**config.mk**
```make
export PLATFORM = sky130hd
export DESIGN_NAME = phy_mac_side_interface
export DESIGN_NICKNAME = d
export VERILOG_FILES = /design/src/phy_mac_pkg.sv /design/src/phy_mac_side_interface.sv
export SDC_FILE = /design/constraint.sdc
export NUM_CORES = 1
export LEC_CHECK = 0
export BUFFER_PORTS_ARGS = -buffer_cell sky130_fd_sc_hd__buf_2
export CAP_MARGIN = 15
export CELL_PAD_IN_SITES_DETAIL_PLACEMENT = 0
export CELL_PAD_IN_SITES_GLOBAL_PLACEMENT = 2
export CORE_UTILIZATION = 43
export CTS_CLUSTER_SIZE = 20
export DETAILED_ROUTE_END_ITERATION = 12
export PLACE_DENSITY = 0.82
export SLEW_MARGIN = 40
export SYNTH_ARGS = -nofsm -noshare
export SYNTH_HDL_FRONTEND = slang
export SYNTH_SLANG_ARGS = --single-unit
```
**constraint.sdc**
```tcl
create_clock -name clk_i -period 3.23 [get_ports clk_i]
set_input_delay 0.1615 -clock clk_i [delete_from_list [all_inputs] [get_ports clk_i]]
set_output_delay 0.1615 -clock clk_i [all_outputs]
set_load 0.02 [all_outputs]
```
**src/phy_mac_pkg.sv**
```systemverilog
// Constants, modes and symbol and word types for the PHY MAC-side interface.
// Assumes one 40 MHz system clock; interface clocks are modelled by dividers.
package phy_mac_pkg;
   localparam int CLK_HZ = 40_000_000;
   localparam int HZ_10 = 2_500_000;
   localparam int HZ_100 = 25_000_000;
   localparam int HZ_1000 = 125_000_000;
   localparam int DIV_10 = CLK_HZ / (2 * HZ_10);
   localparam int DIV_100 = CLK_HZ / (2 * HZ_100);
   localparam int DIV_1000 = CLK_HZ / (2 * HZ_1000);
   // Half periods in system cycles, never below one cycle.
   localparam logic [7:0] HALF_10 = (DIV_10 < 1) ? 8'h01 : 8'(DIV_10);
   localparam logic [7:0] HALF_100 = (DIV_100 < 1) ? 8'h01 : 8'(DIV_100);
   localparam logic [7:0] HALF_1000 = (DIV_1000 < 1) ? 8'h01 : 8'(DIV_1000);
   localparam int RX_FIFO_DEPTH = 16;
   localparam logic [7:0] DATA_RST = 8'h00;
   localparam logic [3:0] NIB_ZERO = 4'h0;

   typedef enum logic [2:0] {
      MODE_MII = 3'b001,
      MODE_GMII = 3'b010,
      MODE_RGMII = 3'b100
   } if_mode_e;

   typedef enum logic [2:0] {
      SPD_10 = 3'b001,
      SPD_100 = 3'b010,
      SPD_1000 = 3'b100
   } speed_e;

   typedef enum logic [2:0] {
      SYM_DATA = 3'b001,
      SYM_INVALID = 3'b010,
      SYM_HALT = 3'b100
   } sym_kind_e;

   typedef struct packed {
      logic err;
      logic [7:0] data;
   } rx_word_s;

   typedef struct packed {
      sym_kind_e kind;
      logic [7:0] data;
      logic nibble;
   } tx_sym_s;

   typedef struct packed {
      logic clk;
      logic [7:0] d;
      logic en;
      logic er;
   } tx_pins_s;

   localparam tx_sym_s TX_SYM_RST = '{kind: SYM_DATA, data: DATA_RST, nibble: 1'b0};
endpackage

```
**src/phy_mac_side_interface.sv**
```systemverilog
// MAC-facing transmit sampler, receive driver and status pins of the PHY.
// Assumes config inputs and the line-side stream are on clk_i; MAC pins are not.
`timescale 1ns/1ps

// Receive word buffer between the line side and the MAC receive pins.
module rx_word_fifo #(
   parameter int W = 9,
   parameter int DEPTH = 16
) (
   // Clock and reset.
   input wire logic clk_i,
   input wire logic rst_b_i,
   // Filling side.
   input wire logic in_valid_i,
   input wire logic [W-1:0] in_data_i,
   output logic in_ready_o,
   // Draining side.
   output logic out_valid_o,
   output logic [W-1:0] out_data_o,
   input wire logic out_ready_i
);
   localparam int AW = (DEPTH > 1) ? $clog2(DEPTH) : 1;
   localparam logic [AW-1:0] LAST = AW'(DEPTH - 1);
   logic [W-1:0] mem_ff [DEPTH];
   logic [AW-1:0] wr_ff;
   logic [AW-1:0] rd_ff;
   logic [AW:0] cnt_ff;
   logic [AW:0] nxt_cnt;
   logic ready_ff;
   logic push;
   logic pop;

   // Ready is registered from the next count so it never lags a fill.
   assign in_ready_o = ready_ff;
   assign push = in_valid_i & ready_ff;
   assign out_valid_o = (cnt_ff != '0);
   assign pop = out_valid_o & out_ready_i;
   assign out_data_o = mem_ff[rd_ff];

   // Occupancy after this cycle's push and pop.
   always_comb begin
      nxt_cnt = cnt_ff + (AW+1)'(push) - (AW+1)'(pop);
   end

   // Storage needs no reset; the count guards every read.
   always_ff @(posedge clk_i) begin
      if (push) begin
         mem_ff[wr_ff] <= in_data_i;
      end
   end

   // Pointers wrap explicitly so any depth works.
   always_ff @(posedge clk_i) begin
      if (!rst_b_i) begin
         wr_ff <= '0;
         rd_ff <= '0;
         cnt_ff <= '0;
         ready_ff <= 1'b0;
      end else begin
         if (push) begin
            wr_ff <= (wr_ff == LAST) ? '0 : wr_ff + 1'b1;
         end
         if (pop) begin
            rd_ff <= (rd_ff == LAST) ? '0 : rd_ff + 1'b1;
         end
         cnt_ff <= nxt_cnt;
         ready_ff <= (nxt_cnt < DEPTH);
      end
   end
endmodule // rx_word_fifo

module phy_mac_side_interface #(
   parameter int RX_DEPTH = phy_mac_pkg::RX_FIFO_DEPTH
) (
   // Clock and reset.
   input wire logic clk_i,
   input wire logic rst_b_i,
   // Configuration.
   input wire phy_mac_pkg::if_mode_e mode_i,
   input wire phy_mac_pkg::speed_e speed_i,
   input wire logic full_duplex_i,
   // MAC transmit pins.
   input wire logic gtx_clk_i,
   input wire logic [7:0] txd_i,
   input wire logic tx_ctl_i,
   input wire logic tx_er_i,
   output logic tx_clk_o,
   // MAC receive and status pins.
   output logic rx_clk_o,
   output logic [7:0] rxd_o,
   output logic rx_ctl_o,
   output logic rx_er_o,
   output logic col_o,
   output logic crs_o,
   // Line-side transmit symbols.
   output logic tx_sym_valid_o,
   output phy_mac_pkg::tx_sym_s tx_sym_o,
   // Line-side receive words.
   input wire logic line_rx_valid_i,
   input wire phy_mac_pkg::rx_word_s line_rx_word_i,
   output logic line_rx_ready_o
);
   phy_mac_pkg::tx_pins_s pin_s1_ff;
   phy_mac_pkg::tx_pins_s pin_s2_ff;
   phy_mac_pkg::tx_pins_s pin_s3_ff;
   phy_mac_pkg::tx_sym_s sym_ff;
   phy_mac_pkg::rx_word_s rq;
   phy_mac_pkg::rx_word_s cur_ff;
   phy_mac_pkg::sym_kind_e nxt_kind;
   logic is_mii, is_gmii, is_rgmii, mac_pins;
   logic gtx_rise, gtx_fall;
   logic [7:0] half_now;
   logic [7:0] tx_cnt_ff, rx_cnt_ff;
   logic tx_clk_ff, rx_clk_ff;
   logic tx_tick, rx_tick, mii_rise, rx_rise, rx_fall;
   logic [3:0] rg_lo_ff;
   logic rg_ctl_r_ff;
   logic u_fire, u_en, u_er, u_nib;
   logic [7:0] u_data;
   logic sym_valid_ff, err_seen_ff, tx_act_ff;
   logic [7:0] rxd_ff;
   logic rx_ctl_ff, rx_er_ff, cur_ok_ff, nib_ff;
   logic col_ff, crs_ff;
   logic rq_valid, rx_pop;

   assign is_mii = (mode_i == phy_mac_pkg::MODE_MII);
   assign is_gmii = (mode_i == phy_mac_pkg::MODE_GMII);
   assign is_rgmii = (mode_i == phy_mac_pkg::MODE_RGMII);
   assign mac_pins = is_mii | is_gmii;

   // Half period of the interface clocks for the current speed.
   always_comb begin
      unique case (speed_i)
         phy_mac_pkg::SPD_10: half_now = phy_mac_pkg::HALF_10;
         phy_mac_pkg::SPD_100: half_now = phy_mac_pkg::HALF_100;
         phy_mac_pkg::SPD_1000: half_now = phy_mac_pkg::HALF_1000;
         default: half_now = phy_mac_pkg::HALF_100;
      endcase
   end

   // MAC pins cross in through two flops; stage three only feeds edge and data picks.
   always_ff @(posedge clk_i) begin
      if (!rst_b_i) begin
         pin_s1_ff <= '0;
         pin_s2_ff <= '0;
         pin_s3_ff <= '0;
      end else begin
         pin_s1_ff <= {gtx_clk_i, txd_i, tx_ctl_i, tx_er_i};
         pin_s2_ff <= pin_s1_ff;
         pin_s3_ff <= pin_s2_ff;
      end
   end

   // Data is taken from the stage before the edge, so it predates the edge.
   assign gtx_rise = pin_s2_ff.clk & ~pin_s3_ff.clk;
   assign gtx_fall = ~pin_s2_ff.clk & pin_s3_ff.clk;

   // MII transmit clock runs only in MII and sits low otherwise.
   always_ff @(posedge clk_i) begin
      if (!rst_b_i) begin
         tx_cnt_ff <= '0;
         tx_clk_ff <= 1'b0;
      end else if (!is_mii) begin
         tx_cnt_ff <= '0;
         tx_clk_ff <= 1'b0;
      end else if (tx_cnt_ff == '0) begin
         tx_cnt_ff <= half_now - 8'h01;
         tx_clk_ff <= ~tx_clk_ff;
      end else begin
         tx_cnt_ff <= tx_cnt_ff - 8'h01;
      end
   end

   assign tx_tick = is_mii & (tx_cnt_ff == '0);
   assign mii_rise = tx_tick & ~tx_clk_ff;

   // Receive clock is free running in every mode.
   always_ff @(posedge clk_i) begin
      if (!rst_b_i) begin
         rx_cnt_ff <= '0;
         rx_clk_ff <= 1'b0;
      end else if (rx_cnt_ff == '0) begin
         rx_cnt_ff <= half_now - 8'h01;
         rx_clk_ff <= ~rx_clk_ff;
      end else begin
         rx_cnt_ff <= rx_cnt_ff - 8'h01;
      end
   end

   assign rx_tick = (rx_cnt_ff == '0);
   assign rx_rise = rx_tick & ~rx_clk_ff;
   assign rx_fall = rx_tick & rx_clk_ff;

   // RGMII first half: low nibble and enable on the rising edge.
   always_ff @(posedge clk_i) begin
      if (!rst_b_i) begin
         rg_lo_ff <= phy_mac_pkg::NIB_ZERO;
         rg_ctl_r_ff <= 1'b0;
      end else if (gtx_rise & is_rgmii) begin
         rg_lo_ff <= pin_s3_ff.d[3:0];
         rg_ctl_r_ff <= pin_s3_ff.en;
      end
   end

   // One transmit unit per sampling edge of the mode's clock.
   always_comb begin
      u_fire = 1'b0;
      u_en = pin_s3_ff.en;
      u_er = pin_s3_ff.er;
      u_data = pin_s3_ff.d;
      u_nib = 1'b0;
      unique case (mode_i)
         phy_mac_pkg::MODE_MII: begin
            u_fire = mii_rise;
            u_data = {phy_mac_pkg::NIB_ZERO, pin_s3_ff.d[3:0]};
            u_nib = 1'b1;
         end
         phy_mac_pkg::MODE_GMII: begin
            u_fire = gtx_rise;
         end
         phy_mac_pkg::MODE_RGMII: begin
            u_fire = gtx_fall;
            u_en = rg_ctl_r_ff;
            u_er = rg_ctl_r_ff ^ pin_s3_ff.en;
            u_data = {pin_s3_ff.d[3:0], rg_lo_ff};
         end
         default: u_fire = 1'b0;
      endcase
   end

   // In MII the first errored nibble is invalid, the rest are Halt.
   always_comb begin
      if (!u_er) begin
         nxt_kind = phy_mac_pkg::SYM_DATA;
      end else if (is_mii & err_seen_ff) begin
         nxt_kind = phy_mac_pkg::SYM_HALT;
      end else begin
         nxt_kind = phy_mac_pkg::SYM_INVALID;
      end
   end

   // Error with enable low is carrier extension and sends nothing.
   always_ff @(posedge clk_i) begin
      if (!rst_b_i) begin
         sym_valid_ff <= 1'b0;
         sym_ff <= phy_mac_pkg::TX_SYM_RST;
      end else begin
         sym_valid_ff <= u_fire & u_en;
         if (u_fire & u_en) begin
            sym_ff <= '{kind: nxt_kind, data: u_data, nibble: u_nib};
         end
      end
   end

   // Error history and transmit activity per unit.
   always_ff @(posedge clk_i) begin
      if (!rst_b_i) begin
         err_seen_ff <= 1'b0;
         tx_act_ff <= 1'b0;
      end else if (u_fire) begin
         err_seen_ff <= u_en & u_er;
         tx_act_ff <= u_en;
      end
   end

   rx_word_fifo #(
      .W($bits(phy_mac_pkg::rx_word_s)),
      .DEPTH(RX_DEPTH)
   ) u_rx_fifo (
      .clk_i(clk_i),
      .rst_b_i(rst_b_i),
      .in_valid_i(line_rx_valid_i),
      .in_data_i(line_rx_word_i),
      .in_ready_o(line_rx_ready_o),
      .out_valid_o(rq_valid),
      .out_data_o(rq),
      .out_ready_i(rx_pop)
   );

   // A word leaves the buffer each receive period; MII takes two periods.
   assign rx_pop = rx_fall & (is_gmii | is_rgmii | (is_mii & ~nib_ff));

   // Outputs change half a period before the edge that samples them.
   always_ff @(posedge clk_i) begin
      if (!rst_b_i) begin
         rxd_ff <= phy_mac_pkg::DATA_RST;
         rx_ctl_ff <= 1'b0;
         rx_er_ff <= 1'b0;
         cur_ff <= '0;
         cur_ok_ff <= 1'b0;
         nib_ff <= 1'b0;
      end else begin
         if (rx_fall) begin
            unique case (mode_i)
               phy_mac_pkg::MODE_GMII: begin
                  rxd_ff <= rq.data;
                  rx_ctl_ff <= rq_valid;
                  rx_er_ff <= rq_valid & rq.err;
               end
               phy_mac_pkg::MODE_MII: begin
                  if (nib_ff) begin
                     rxd_ff <= {phy_mac_pkg::NIB_ZERO, cur_ff.data[7:4]};
                     rx_ctl_ff <= cur_ok_ff;
                     rx_er_ff <= cur_ok_ff & cur_ff.err;
                     nib_ff <= 1'b0;
                  end else begin
                     rxd_ff <= {phy_mac_pkg::NIB_ZERO, rq.data[3:0]};
                     rx_ctl_ff <= rq_valid;
                     rx_er_ff <= rq_valid & rq.err;
                     cur_ff <= rq;
                     cur_ok_ff <= rq_valid;
                     nib_ff <= rq_valid;
                  end
               end
               phy_mac_pkg::MODE_RGMII: begin
                  rxd_ff <= {phy_mac_pkg::NIB_ZERO, rq.data[3:0]};
                  rx_ctl_ff <= rq_valid;
                  cur_ff <= rq;
                  cur_ok_ff <= rq_valid;
               end
               default: rx_ctl_ff <= 1'b0;
            endcase
         end else if (rx_rise & is_rgmii) begin
            rxd_ff <= {phy_mac_pkg::NIB_ZERO, cur_ff.data[7:4]};
            rx_ctl_ff <= cur_ok_ff ^ (cur_ok_ff & cur_ff.err);
         end
         // Stale GMII bits must not linger after a mode change.
         if (!is_gmii) begin
            rxd_ff[7:4] <= phy_mac_pkg::NIB_ZERO;
         end
         if (is_rgmii) begin
            rx_er_ff <= 1'b0;
         end
      end
   end

   // Collision and carrier sense, unused in RGMII and so held low there.
   always_ff @(posedge clk_i) begin
      if (!rst_b_i) begin
         col_ff <= 1'b0;
         crs_ff <= 1'b0;
      end else begin
         col_ff <= mac_pins & ~full_duplex_i & tx_act_ff & rx_ctl_ff;
         if (!mac_pins) begin
            crs_ff <= 1'b0;
         end else if (!full_duplex_i) begin
            crs_ff <= tx_act_ff | rx_ctl_ff;
         end else begin
            crs_ff <= rx_ctl_ff & (speed_i != phy_mac_pkg::SPD_1000);
         end
      end
   end

   assign tx_clk_o = tx_clk_ff;
   assign rx_clk_o = rx_clk_ff;
   assign rxd_o = rxd_ff;
   assign rx_ctl_o = rx_ctl_ff;
   assign rx_er_o = rx_er_ff;
   assign col_o = col_ff;
   assign crs_o = crs_ff;
   assign tx_sym_valid_o = sym_valid_ff;
   assign tx_sym_o = sym_ff;
endmodule // phy_mac_side_interface

```
==> impl_metrics.py, run 1 <==
metrics = {
    "outcome": {
        "status": "complete, no violations",
    },
    "worst_setup_path": {
        "cp_common_cell": "inv_1",
        "cp-start-kind": "flop",
        "crit_fanout": 8,
        "cpPeakStageDelay_ns": 0.39,
        "slowest_stage": "fa_1",
        "crit_type": "flop to flop",
        "worstPathRequired_ns": 3.64,
        "crit_start": "rx_cnt_ff[0]$_SDFF_PN0_",
        "crit_buf_inv": 5,
        "end_kind": "flop",
        "critPathArrivalTime_ns": 3.34,
        "cp_top_family": "adder cells",
        "reg2reg_from": "rx_cnt_ff[0]$_SDFF_PN0_",
        "path_cells": "inv_1 -> ha_1 -> nor3b_2 -> and3_2 -> o211ai_4 -> inv_1 -> ha_1 -> inv_1 -> ha_1 -> inv_1 -> fa_1 -> inv_1 -> a21oi_1 -> o21bai_1 -> xnor2_1 -> and2_1",
    },
    "run": {
        "max_cap_violations": 0,
    },
    "global_route": {
        "grtUsageMet3_pct": 2.76,
        "met1_usage_pct": 23.3,
        "grt_pass1_wl_um": 30900,
        "grt.met2_usage_pct": 27.1,
        "grt.busiest_layer": "met2",
        "antenna_found_initial": 0,
        "grt_max_degree": 40,
        "grt-ovfl-total": 0,
        "grt_pass1_vias": 5850,
        "grt_usage_pct": 16.7,
    },
    "placed_design": {
        "place_ws_ns": 0.175,
        "gp_congestion": 0.801,
        "dp_hpwl_um": 12700,
        "portBuffers": 57,
    },
    "route": {
        "vias": 5705,
        "drt-wirelength-per-cell_um": 17.5,
        "dr.pass1.iters": 4,
        "dr.first_iter.drc_count": 305,
        "wirelength_um": 19100,
        "drc": 0,
        "vias_per_cell": 5.22,
        "ant_nets": 0,
    },
    "power": {
        "p_int_w": 0.00549,
        "seqPwrFrac_pct": 49.7,
        "p_leak_nw": 4.06,
        "switchingPower_w": 0.00175,
        "irDropWorstVdd_v": 0.000393,
        "netSwitchingFraction_pct": 24.2,
        "pwr-share-clk_pct": 39.1,
        "p_per_area_mw_per_mm2": 634,
        "pwr-share-comb_pct": 11.1,
    },
    "timing": {
        "setup_tns_ns": 0,
        "setup_viol": 0,
        "slew_headroom_pct": 54.2,
        "finalHoldViolCount": 0,
        "period_needed_ns": 2.93,
        "drv_slew": 0,
        "timing.final.crit_share_pct": 90.7,
        "worst_slew_pin_slew_ns": 0.686,
        "fin_ws_ns": 0.299,
        "skew_ns": 0.0195,
        "fmax_mhz": 341,
        "rsz0062_at_grt": "false",
    },
    "clock_network": {
        "cts_root_buffer": "clkbuf_16",
        "clk_pin_slew_ns": 0.06,
        "clock_path_buffers": 3,
        "clk_latency_ns": 0.53,
        "numCtsBuffers": 26,
        "cts_num_sinks": 252,
        "h-tree-depth": 1,
        "tritoncts": "built",
    },
    "worst_hold_path": {
        "min_from": "line_rx_word_i[3]",
        "hold_class": "primary input to flop",
    },
    "cells_and_area": {
        "drive_above_1_share_pct": 19.5,
        "num_antenna_cells": 0,
        "multiInputGateArea_sq_mm": 0.00315,
        "layout.nets": 834,
        "final_cell_mix": "edfxtp_1, dfxtp_1, nor2_1",
        "num-fill-cells": 1934,
        "seqCellArea_sq_mm": 0.00649,
        "mostFrequentLayoutCell": "edfxtp_1",
        "area_growth_pct": 15.6,
        "final_core_util_pct": 50.6,
    },
    "die": {
        "core_sq_mm": 0.0226,
        "die_h_um": 154,
        "start_util_pct": 43.7,
        "row_count": 55,
        "fp.dieW_um": 154,
        "io_pins": 58,
        "dieArea_sq_mm": 0.0236,
    },
    "logic_synthesis": {
        "netlist_area_sq_mm": 0.00987,
        "synth_top_area_share_pct": 43.8,
        "syn_inst": 708,
        "avgSynthCellArea_sq_um": 13.9,
        "syn_nets": 754,
        "synth-edff-count": 144,
        "yosysUniqueCellTypes": 60,
        "synth_area_leaders": "edfxtp_1, dfxtp_1, mux4_2",
        "synthArstFlopShare_pct": 0,
        "synth_top_area_cell": "edfxtp_1",
        "ys_warn_count": 0,
        "synth-seq-cells": 252,
        "ys_seq_area_share_pct": 65.7,
        "synth_ff_type": "edfxtp_1",
    },
}
[per-stage QoR]
stage	instance area [sq um]	std cells	total power (W)	hold slack, ns
detailed placement	10400	1029	0.00446	0.372
CTS	11400	1092	0.00730	0.000712
global placement	10400	1029	0.00443	0.367
floorplan	9870	708	0.00423	0.260
finish	11400	1092	0.00724	0.0163
global route	11400	1092	0.00755	0.00297
[logic make-up (layout without fill, tap and decap cells)]
logic type / after synthesis / count (layout) / share of synthesized area [%]
compound gates: 93 / 93 / 6.10
xor+xnor: 18 / 18 / 1.60
fa+ha+maj: 16 / 16 / 2.10
buf+inv: 54 / 153 / 2.51
flops: 252 / 252 / 65.7
mux: 57 / 57 / 10.4
simple gates: 218 / 218 / 11.6
[registers in the layout, summed over array words and instances (netlist names), 4 cells and up, named ones only]
name and cells:
u_rx_fifo.mem_ff 144, tx_sym_o 12, pin_s1_ff 11, pin_s2_ff 11, pin_s3_ff 11, rx_cnt_ff 8, rxd_o 8, tx_cnt_ff 8
cur_ff 5, u_rx_fifo.cnt_ff 5, rg_lo_ff 4, u_rx_fifo.rd_ff 4, u_rx_fifo.wr_ff 4
[cell usage after synthesis (all sizes together) (4+ instances only)]
library cell	count
nand3	27
o21ai	17
nor3	5
nor4	4
buf	20
a21oi	35
a211oi	8
xor2	10
nor3b	5
nand2	36
clkbuf	11
mux4	36
a22o	4
and3	7
and2	51
nor2	61
a22oi	9
xnor2	8
edfxtp	144
dfxtp	108
mux2i	17
a31oi	6
inv	23
ha	15
mux2	4
[metal layers]
layer / vias to the layer above / part of all wire [%]
met5: - / 0
met4: 0 / 2.3
met3: 35 / 5.9
met2: 137 / 46
met1: 2767 / 46
li1: 2766 / -
[what timing repair did]
action                                 4_1_cts  5_1_grt
buffers inserted                             0        0
hold buffers                                16        0
setup endpoints to repair                    0        2
gates resized for setup                      0        1
endpoints found under the hold margin       28        0
[power by group through the flow]
stage	Combinational, W	Clock, W	Sequential [W]
2_1_floorplan	0.000565	0	0.00367
3_3_place_gp	0.000768	0	0.00366
3_5_place_dp	0.000792	0	0.00367
4_1_cts	0.000811	0.00289	0.00360
5_1_grt	0.000915	0.00302	0.00361
6_report	0.000807	0.00283	0.00360
[area by class of cell]
class | instances | area share (%)
sequential | 252 | 56.9
multi-input combinational | 402 | 27.6
clock buffer | 34 | 5.96
timing repair buffer | 83 | 4.56
tap | 285 | 3.13
clock inverter | 13 | 1.12
inverter | 23 | 0.757
[worst paths after layout]
| kind | to | slack (ns) | cells after the start |
|---|---|---|---|
| setup / recovery | u_rx_fifo.in_ready_o$_SDFF_PN0_ | 0.30 | 16 |
| hold / removal | u_rx_fifo.mem_ff[9][3]$_DFFE_PP_ | 0.02 | 1 |
| setup reg to reg | u_rx_fifo.in_ready_o$_SDFF_PN0_ | 0.30 | 16 |
| hold reg to reg | pin_s2_ff[2]$_SDFF_PN0_ | 0.43 | 1 |
(Power assumes the default switching activity.)
==> run 2: changes to the inputs <==
--- a/config.mk
+++ b/config.mk
@@ -12,7 +12,8 @@
 export CORE_UTILIZATION = 43
 export CTS_CLUSTER_SIZE = 20
 export DETAILED_ROUTE_END_ITERATION = 12
-export PLACE_DENSITY = 0.82
+export HOLD_SLACK_MARGIN = 0.03
+export PLACE_DENSITY_LB_ADDON = 0.1
 export SLEW_MARGIN = 40
 export SYNTH_ARGS = -nofsm -noshare
 export SYNTH_HDL_FRONTEND = slang
==> run 2 against run 1 <==
  * Via count rose by 1.9%
  * Largest power group unchanged
  * Setup slack gained 0.036 ns
  * Final cell count is 1.3% higher
  * Power grew 3.3%
  * Critical endpoint unchanged
  * Global-route usage is 1.2 points higher
  * Final area grew 1.5%
==> impl_metrics.py, run 2 (synthesis gave the netlist of run 1 again) <==
metrics = {
    "outcome": {
        "status": "complete, no violations",
    },
    "route": {
        "drc": 0,
        "dr.first_iter.drc_count": 453,
        "vias_per_cell": 5.26,
        "drt-wirelength-per-cell_um": 18.5,
        "dr.pass1.iters": 5,
        "ant_nets": 0,
        "wirelength_um": 20500,
        "vias": 5816,
    },
    "cells_and_area": {
        "fin_area_sq_mm": 0.0116,
        "layout.nets": 845,
        "final_core_util_pct": 51.3,
        "drive_above_1_share_pct": 19.9,
        "area_growth_pct": 17.4,
        "final_cell_mix": "edfxtp_1, dfxtp_1, nor2_1",
        "regMostFlops": "u_rx_fifo.mem_ff",
        "mostFrequentLayoutCell": "edfxtp_1",
        "largest_reg_flops": 144,
        "fin_cells": 1106,
    },
    "die": {
        "io_pins": 58,
        "die_h_um": 154,
        "start_util_pct": 43.7,
        "row_count": 55,
        "dieArea_sq_mm": 0.0236,
        "fp.dieW_um": 154,
        "core_sq_mm": 0.0226,
    },
    "timing": {
        "setup_tns_ns": 0,
        "fmax_mhz": 345,
        "slew_headroom_pct": 52.4,
        "worst_slew_pin_slew_ns": 0.715,
        "skew_ns": 0.0100,
        "finalHoldViolCount": 0,
        "setup_viol": 0,
        "period_needed_ns": 2.89,
        "fin_ws_ns": 0.335,
        "timing.final.crit_share_pct": 89.6,
        "drv_slew": 0,
        "rsz0062_at_grt": "false",
    },
    "clock_network": {
        "clk_latency_ns": 0.53,
        "tritoncts": "built",
        "clk_pin_slew_ns": 0.06,
        "ctsResizeCount": 0,
        "clock_path_buffers": 3,
        "numCtsBuffers": 27,
        "h-tree-depth": 1,
        "cts_num_sinks": 252,
        "cts_root_buffer": "clkbuf_16",
    },
    "placed_design": {
        "gp_congestion": 0.786,
        "dp_hpwl_um": 13700,
        "place_area_sq_mm": 0.0105,
        "portBuffers": 57,
        "place_ws_ns": 0.353,
        "placed_cells": 1032,
    },
    "worst_hold_path": {
        "holdPathEnd": "pin_s3_ff[9]$_SDFF_PN0_",
        "min_from": "rst_b_i",
        "holdPathStages": 2,
        "hold_class": "primary input to flop",
    },
    "worst_setup_path": {
        "rr_worst_depth": 16,
        "path_cells": "inv_1 -> ha_1 -> nor3b_1 -> and3_2 -> o211ai_4 -> inv_1 -> ha_1 -> inv_1 -> ha_1 -> inv_1 -> fa_1 -> inv_1 -> a21oi_1 -> o21bai_1 -> xnor2_1 -> and2_1",
        "cp-start-kind": "flop",
        "crit_type": "flop to flop",
        "worstPathRequired_ns": 3.65,
        "cp_top_family": "adder cells",
        "crit_buf_inv": 5,
        "reg2reg_from": "rx_cnt_ff[0]$_SDFF_PN0_",
        "critPathArrivalTime_ns": 3.31,
        "end_kind": "flop",
        "slowest_stage": "fa_1",
        "crit_fanout": 8,
        "r2r_slack_ns": 0.34,
        "reg2reg_to": "u_rx_fifo.in_ready_o$_SDFF_PN0_",
        "cpPeakStageDelay_ns": 0.39,
        "worst-path-stages": 16,
        "cp_common_cell": "inv_1",
    },
    "global_route": {
        "grt-ovfl-total": 0,
        "grt_pass1_vias": 5793,
        "grt_usage_pct": 17.9,
        "grt_max_degree": 25,
        "grt_pass1_wl_um": 32400,
        "antenna_found_initial": 1,
    },
    "run": {
        "max_cap_violations": 0,
    },
    "power": {
        "p_leak_nw": 4.16,
        "irDropWorstVdd_v": 0.000550,
        "p_per_area_mw_per_mm2": 645,
    },
}
## run 2: metal layers
| layer | GRT usage, % | up-vias | routed length [um] |
|---|---|---|---|
| met5 | 0 | - | 0 |
| met4 | 5.29 | 0 | 405 |
| met3 | 2.87 | 28 | 920 |
| met2 | 27.6 | 121 | 9170 |
| met1 | 26.0 | 2875 | 9960 |
| li1 | - | 2792 | - |
## run 2: what timing repair did
action | 4_1_cts | 5_1_grt
hold buffers | 23 | 0
hold endpoints to repair | 157 | 0
buffers inserted | 0 | 0
## run 2: worst register-to-register path, delay by kind of cell, from the launching register on
kind,cells,cell delay (ns)
fa+ha+maj,4,0.93
simple gates,3,0.70
buf+inv,5,0.39
compound gates,3,0.36
flops,1,0.31
xor+xnor,1,0.09
## run 2: final cells by class
class	instances	area, sq um
inverters	23	86.3
clock buffers	36	761
well taps	285	357
flip-flops and latches	252	6490
fillers	1918	11000
multi-input cells	402	3140
clock inverters	14	128
diodes	1	2.50
repair buffers	93	626
## run 2: per-stage QoR
step | hold WS [ns] | power (W)
2_1_floorplan | 0.260 | 0.00423
3_3_place_gp | 0.367 | 0.00446
3_5_place_dp | 0.370 | 0.00447
4_1_cts | 0.0336 | 0.00755
5_1_grt | 0.0600 | 0.00779
6_report | 0.0479 | 0.00747
## run 2: power by group
part / total (W) / internal, W / switching [W]
logic: 0.000820 / 0.000344 / 0.000475
clock network: 0.00305 / 0.00181 / 0.00123
registers: 0.00360 / 0.00351 / 0.0000880
total: 0.00747 / 0.00567 / 0.00180
## run 2: worst max-delay path by stage
stage                            startpoint                         endpoint
detailed placement  rx_cnt_ff[0]$_SDFF_PN0_  u_rx_fifo.in_ready_o$_SDFF_PN0_
global placement    rx_cnt_ff[0]$_SDFF_PN0_  u_rx_fifo.in_ready_o$_SDFF_PN0_
global route        rx_cnt_ff[0]$_SDFF_PN0_  u_rx_fifo.in_ready_o$_SDFF_PN0_
floorplan           rx_cnt_ff[0]$_SDFF_PN0_  u_rx_fifo.in_ready_o$_SDFF_PN0_
CTS                 rx_cnt_ff[0]$_SDFF_PN0_  u_rx_fifo.in_ready_o$_SDFF_PN0_
finish              rx_cnt_ff[0]$_SDFF_PN0_  u_rx_fifo.in_ready_o$_SDFF_PN0_
==> run 3: changes to the inputs <==
--- a/config.mk
+++ b/config.mk
@@ -5,11 +5,12 @@
 export SDC_FILE = /design/constraint.sdc
 export NUM_CORES = 1
 export LEC_CHECK = 0
+export ABC_AREA = 1
 export BUFFER_PORTS_ARGS = -buffer_cell sky130_fd_sc_hd__buf_2
 export CAP_MARGIN = 15
 export CELL_PAD_IN_SITES_DETAIL_PLACEMENT = 0
 export CELL_PAD_IN_SITES_GLOBAL_PLACEMENT = 2
-export CORE_UTILIZATION = 43
+export CORE_UTILIZATION = 39
 export CTS_CLUSTER_SIZE = 20
 export DETAILED_ROUTE_END_ITERATION = 12
 export HOLD_SLACK_MARGIN = 0.03
==> run 3 against run 2 <==
  * The flow now finishes with violations (design-rule violations)
  * Non-clock buffer count rose by 13
  * Sequential cell count did not move
  * Power rose by 1.2%
==> impl_metrics.py, run 3 <==
metrics = {
    "global_route": {
        "grt_usage_pct": 17.2,
        "antenna_found_initial": 0,
        "grt-ovfl-total": 0,
        "grt_pass1_wl_um": 37600,
        "grt_pass1_vias": 7014,
        "grt_max_degree": 88,
    },
    "route": {
        "wl_met1_um": 11300,
        "drt-wirelength-per-cell_um": 14.9,
        "wl_met2_um": 10300,
        "vias": 7189,
        "ant_nets": 0,
        "top_layer": "met4",
        "wirelength_um": 23100,
        "dr.pass1.iters": 10,
        "dr.first_iter.drc_count": 482,
        "met3_length_um": 1040,
        "vias_per_cell": 4.65,
        "drc": 2,
    },
    "die": {
        "row_count": 59,
        "fp.dieW_um": 166,
        "dieArea_sq_mm": 0.0274,
        "start_util_pct": 40.0,
        "io_pins": 58,
        "core_sq_mm": 0.0261,
        "die_h_um": 166,
    },
    "logic_synthesis": {
        "synth-edff-count": 144,
        "yosysMostFrequentCell": "nand2_1",
        "yosysUniqueCellTypes": 43,
        "synth_top_area_share_pct": 41.4,
        "ys_warn_count": 0,
        "avgSynthCellArea_sq_um": 9.54,
        "synth_ff_type": "edfxtp_1",
        "synth-seq-cells": 252,
        "ys_top_cells_by_count": "nand2_1, inv_1, edfxtp_1",
        "netlist_area_sq_mm": 0.0104,
        "synth_area_leaders": "edfxtp_1, dfxtp_1, nand2_1",
        "synth_top_area_cell": "edfxtp_1",
        "syn_inst": 1095,
        "synthArstFlopShare_pct": 0,
        "syn_nets": 1141,
        "ys_seq_area_share_pct": 62.1,
    },
    "clock_network": {
        "h-tree-depth": 1,
        "cts_num_sinks": 252,
        "clk_latency_ns": 0.54,
        "ctsResizeCount": 0,
        "clock_path_buffers": 3,
        "tritoncts": "built",
        "numCtsBuffers": 28,
        "clk_pin_slew_ns": 0.06,
        "cts_root_buffer": "clkbuf_16",
    },
    "cells_and_area": {
        "layout.nets": 1236,
        "final_core_util_pct": 46.9,
        "drive_above_1_share_pct": 12.8,
        "area_growth_pct": 17.3,
        "num_antenna_cells": 0,
        "largest_reg_flops": 144,
        "final_cell_mix": "nand2_1, inv_1, edfxtp_1",
        "mostFrequentLayoutCell": "nand2_1",
        "regMostFlops": "u_rx_fifo.mem_ff",
        "num-fill-cells": 2526,
    },
    "placed_design": {
        "place_ws_ns": 0.380,
        "gp_congestion": 0.767,
        "portBuffers": 57,
        "dp_hpwl_um": 14900,
    },
    "worst_setup_path": {
        "crit_buf_inv": 5,
        "rr_worst_depth": 19,
        "cp_top_family": "adder cells",
        "crit_fanout": 9,
        "path_cells": "inv_1 -> ha_1 -> nand3_2 -> nor2_8 -> nand2_4 -> clkinv_4 -> nand3b_1 -> nand2_1 -> ha_1 -> inv_1 -> ha_1 -> inv_1 -> fa_1 -> nor2_1 -> nor2_1 -> o21bai_1 -> xnor2_1 -> inv_1 -> nor2_1",
        "critPathArrivalTime_ns": 3.33,
        "reg2reg_from": "rx_cnt_ff[0]$_SDFF_PN0_",
        "cp_common_cell": "inv_1",
        "end_kind": "flop",
        "cpPeakStageDelay_ns": 0.39,
        "slowest_stage": "fa_1",
        "reg2reg_to": "u_rx_fifo.in_ready_o$_SDFF_PN0_",
        "cp-start-kind": "flop",
        "worstPathRequired_ns": 3.70,
        "crit_type": "flop to flop",
        "r2r_slack_ns": 0.37,
    },
    "power": {
        "irDropWorstVdd_v": 0.000291,
        "seqPwrFrac_pct": 47.5,
        "switchingPower_w": 0.00186,
        "pwr-share-comb_pct": 11.2,
        "p_int_w": 0.00570,
        "p_per_area_mw_per_mm2": 617,
        "p_leak_nw": 5.21,
        "pwr-share-clk_pct": 41.3,
        "netSwitchingFraction_pct": 24.6,
        "power_w": 0.00756,
    },
    "worst_hold_path": {
        "holdPathEnd": "crs_o$_SDFF_PN0_",
        "min_from": "speed_i[0]",
        "holdPathStages": 3,
        "hold_class": "primary input to flop",
    },
    "timing": {
        "worst_slew_pin_slew_ns": 0.664,
        "period_needed_ns": 2.86,
        "rsz0062_at_grt": "false",
        "finalHoldViolCount": 0,
        "fmax_mhz": 350,
        "setup_viol": 0,
        "setup_tns_ns": 0,
        "slew_headroom_pct": 55.7,
        "skew_ns": 0.0121,
        "whs_ns": 0.0265,
        "drv_slew": 0,
        "timing.final.crit_share_pct": 88.5,
        "fin_ws_ns": 0.371,
    },
    "run": {
        "max_cap_violations": 0,
    },
    "outcome": {
        "status": "complete, but fails checks",
        "violations": "design-rule violations",
    },
}
[run 3: cell type report]
cell class                 instances  area, sq um  area share (%)
timing repair buffer             106          723            5.90
multi-input combinational        644         3110            25.4
tap                              335          419            3.42
clock inverter                    11          103           0.838
sequential                       252         6490            53.0
clock buffer                      40          807            6.59
inverter                         158          598            4.88
[run 3: worst max path at each step]
stage | slack (ns) | cells past startpoint | to | start
2_1_floorplan | 0.63 | 19 | u_rx_fifo.in_ready_o$_SDFF_PN0_ | rx_cnt_ff[0]$_SDFF_PN0_
3_3_place_gp | 0.42 | 19 | u_rx_fifo.in_ready_o$_SDFF_PN0_ | rx_cnt_ff[0]$_SDFF_PN0_
3_5_place_dp | 0.38 | 19 | u_rx_fifo.in_ready_o$_SDFF_PN0_ | rx_cnt_ff[0]$_SDFF_PN0_
4_1_cts | 0.35 | 19 | u_rx_fifo.in_ready_o$_SDFF_PN0_ | rx_cnt_ff[0]$_SDFF_PN0_
5_1_grt | 0.09 | 19 | u_rx_fifo.in_ready_o$_SDFF_PN0_ | rx_cnt_ff[0]$_SDFF_PN0_
6_report | 0.37 | 19 | u_rx_fifo.in_ready_o$_SDFF_PN0_ | rx_cnt_ff[0]$_SDFF_PN0_
[run 3: worst min-delay path: cells and delay by family]
family / cells / cell delay [ns]
compound gates: 2 / 0.25
buf+inv: 1 / 0.09
[run 3: stage by stage]
stage | cells | cell area (sq um)
floorplan | 1095 | 10400
global placement | 1472 | 11100
detailed placement | 1472 | 11100
CTS | 1546 | 12200
global route | 1546 | 12200
finish | 1546 | 12200
[run 3: cell families after synthesis]
family / Yosys count / synth area share (%)
AND/OR/NAND/NOR: 480 / 19.7
flip-flops: 252 / 62.1
buffers and inverters: 199 / 8.11
AO/OA/AOI/OAI: 138 / 7.25
adder cells (fa/ha/maj): 16 / 1.99
XOR/XNOR: 10 / 0.839
[run 3: repair_timing]
item / 4_1_cts / 5_1_grt
hold buffers: 23 / 0
endpoints found under the hold margin: 153 / 0
buffers inserted: 0 / 0
[run 3: power by group through the flow]
stage | Clock, W | Combinational, W | Sequential [W]
finish | 0.00312 | 0.000845 | 0.00359
global placement | 0 | 0.000838 | 0.00365
floorplan | 0 | 0.000590 | 0.00366
detailed placement | 0 | 0.000835 | 0.00366
global route | 0.00333 | 0.000966 | 0.00360
CTS | 0.00321 | 0.000859 | 0.00359
[run 3: layer usage]
| metal | GRT usage (%) | vias up |
|---|---|---|
| met2 | 27.0 | 127 |
| met5 | 0 | - |
| met1 | 24.1 | 3280 |
| met4 | 5.93 | 0 |
| met3 | 3.03 | 38 |
| li1 | - | 3744 |
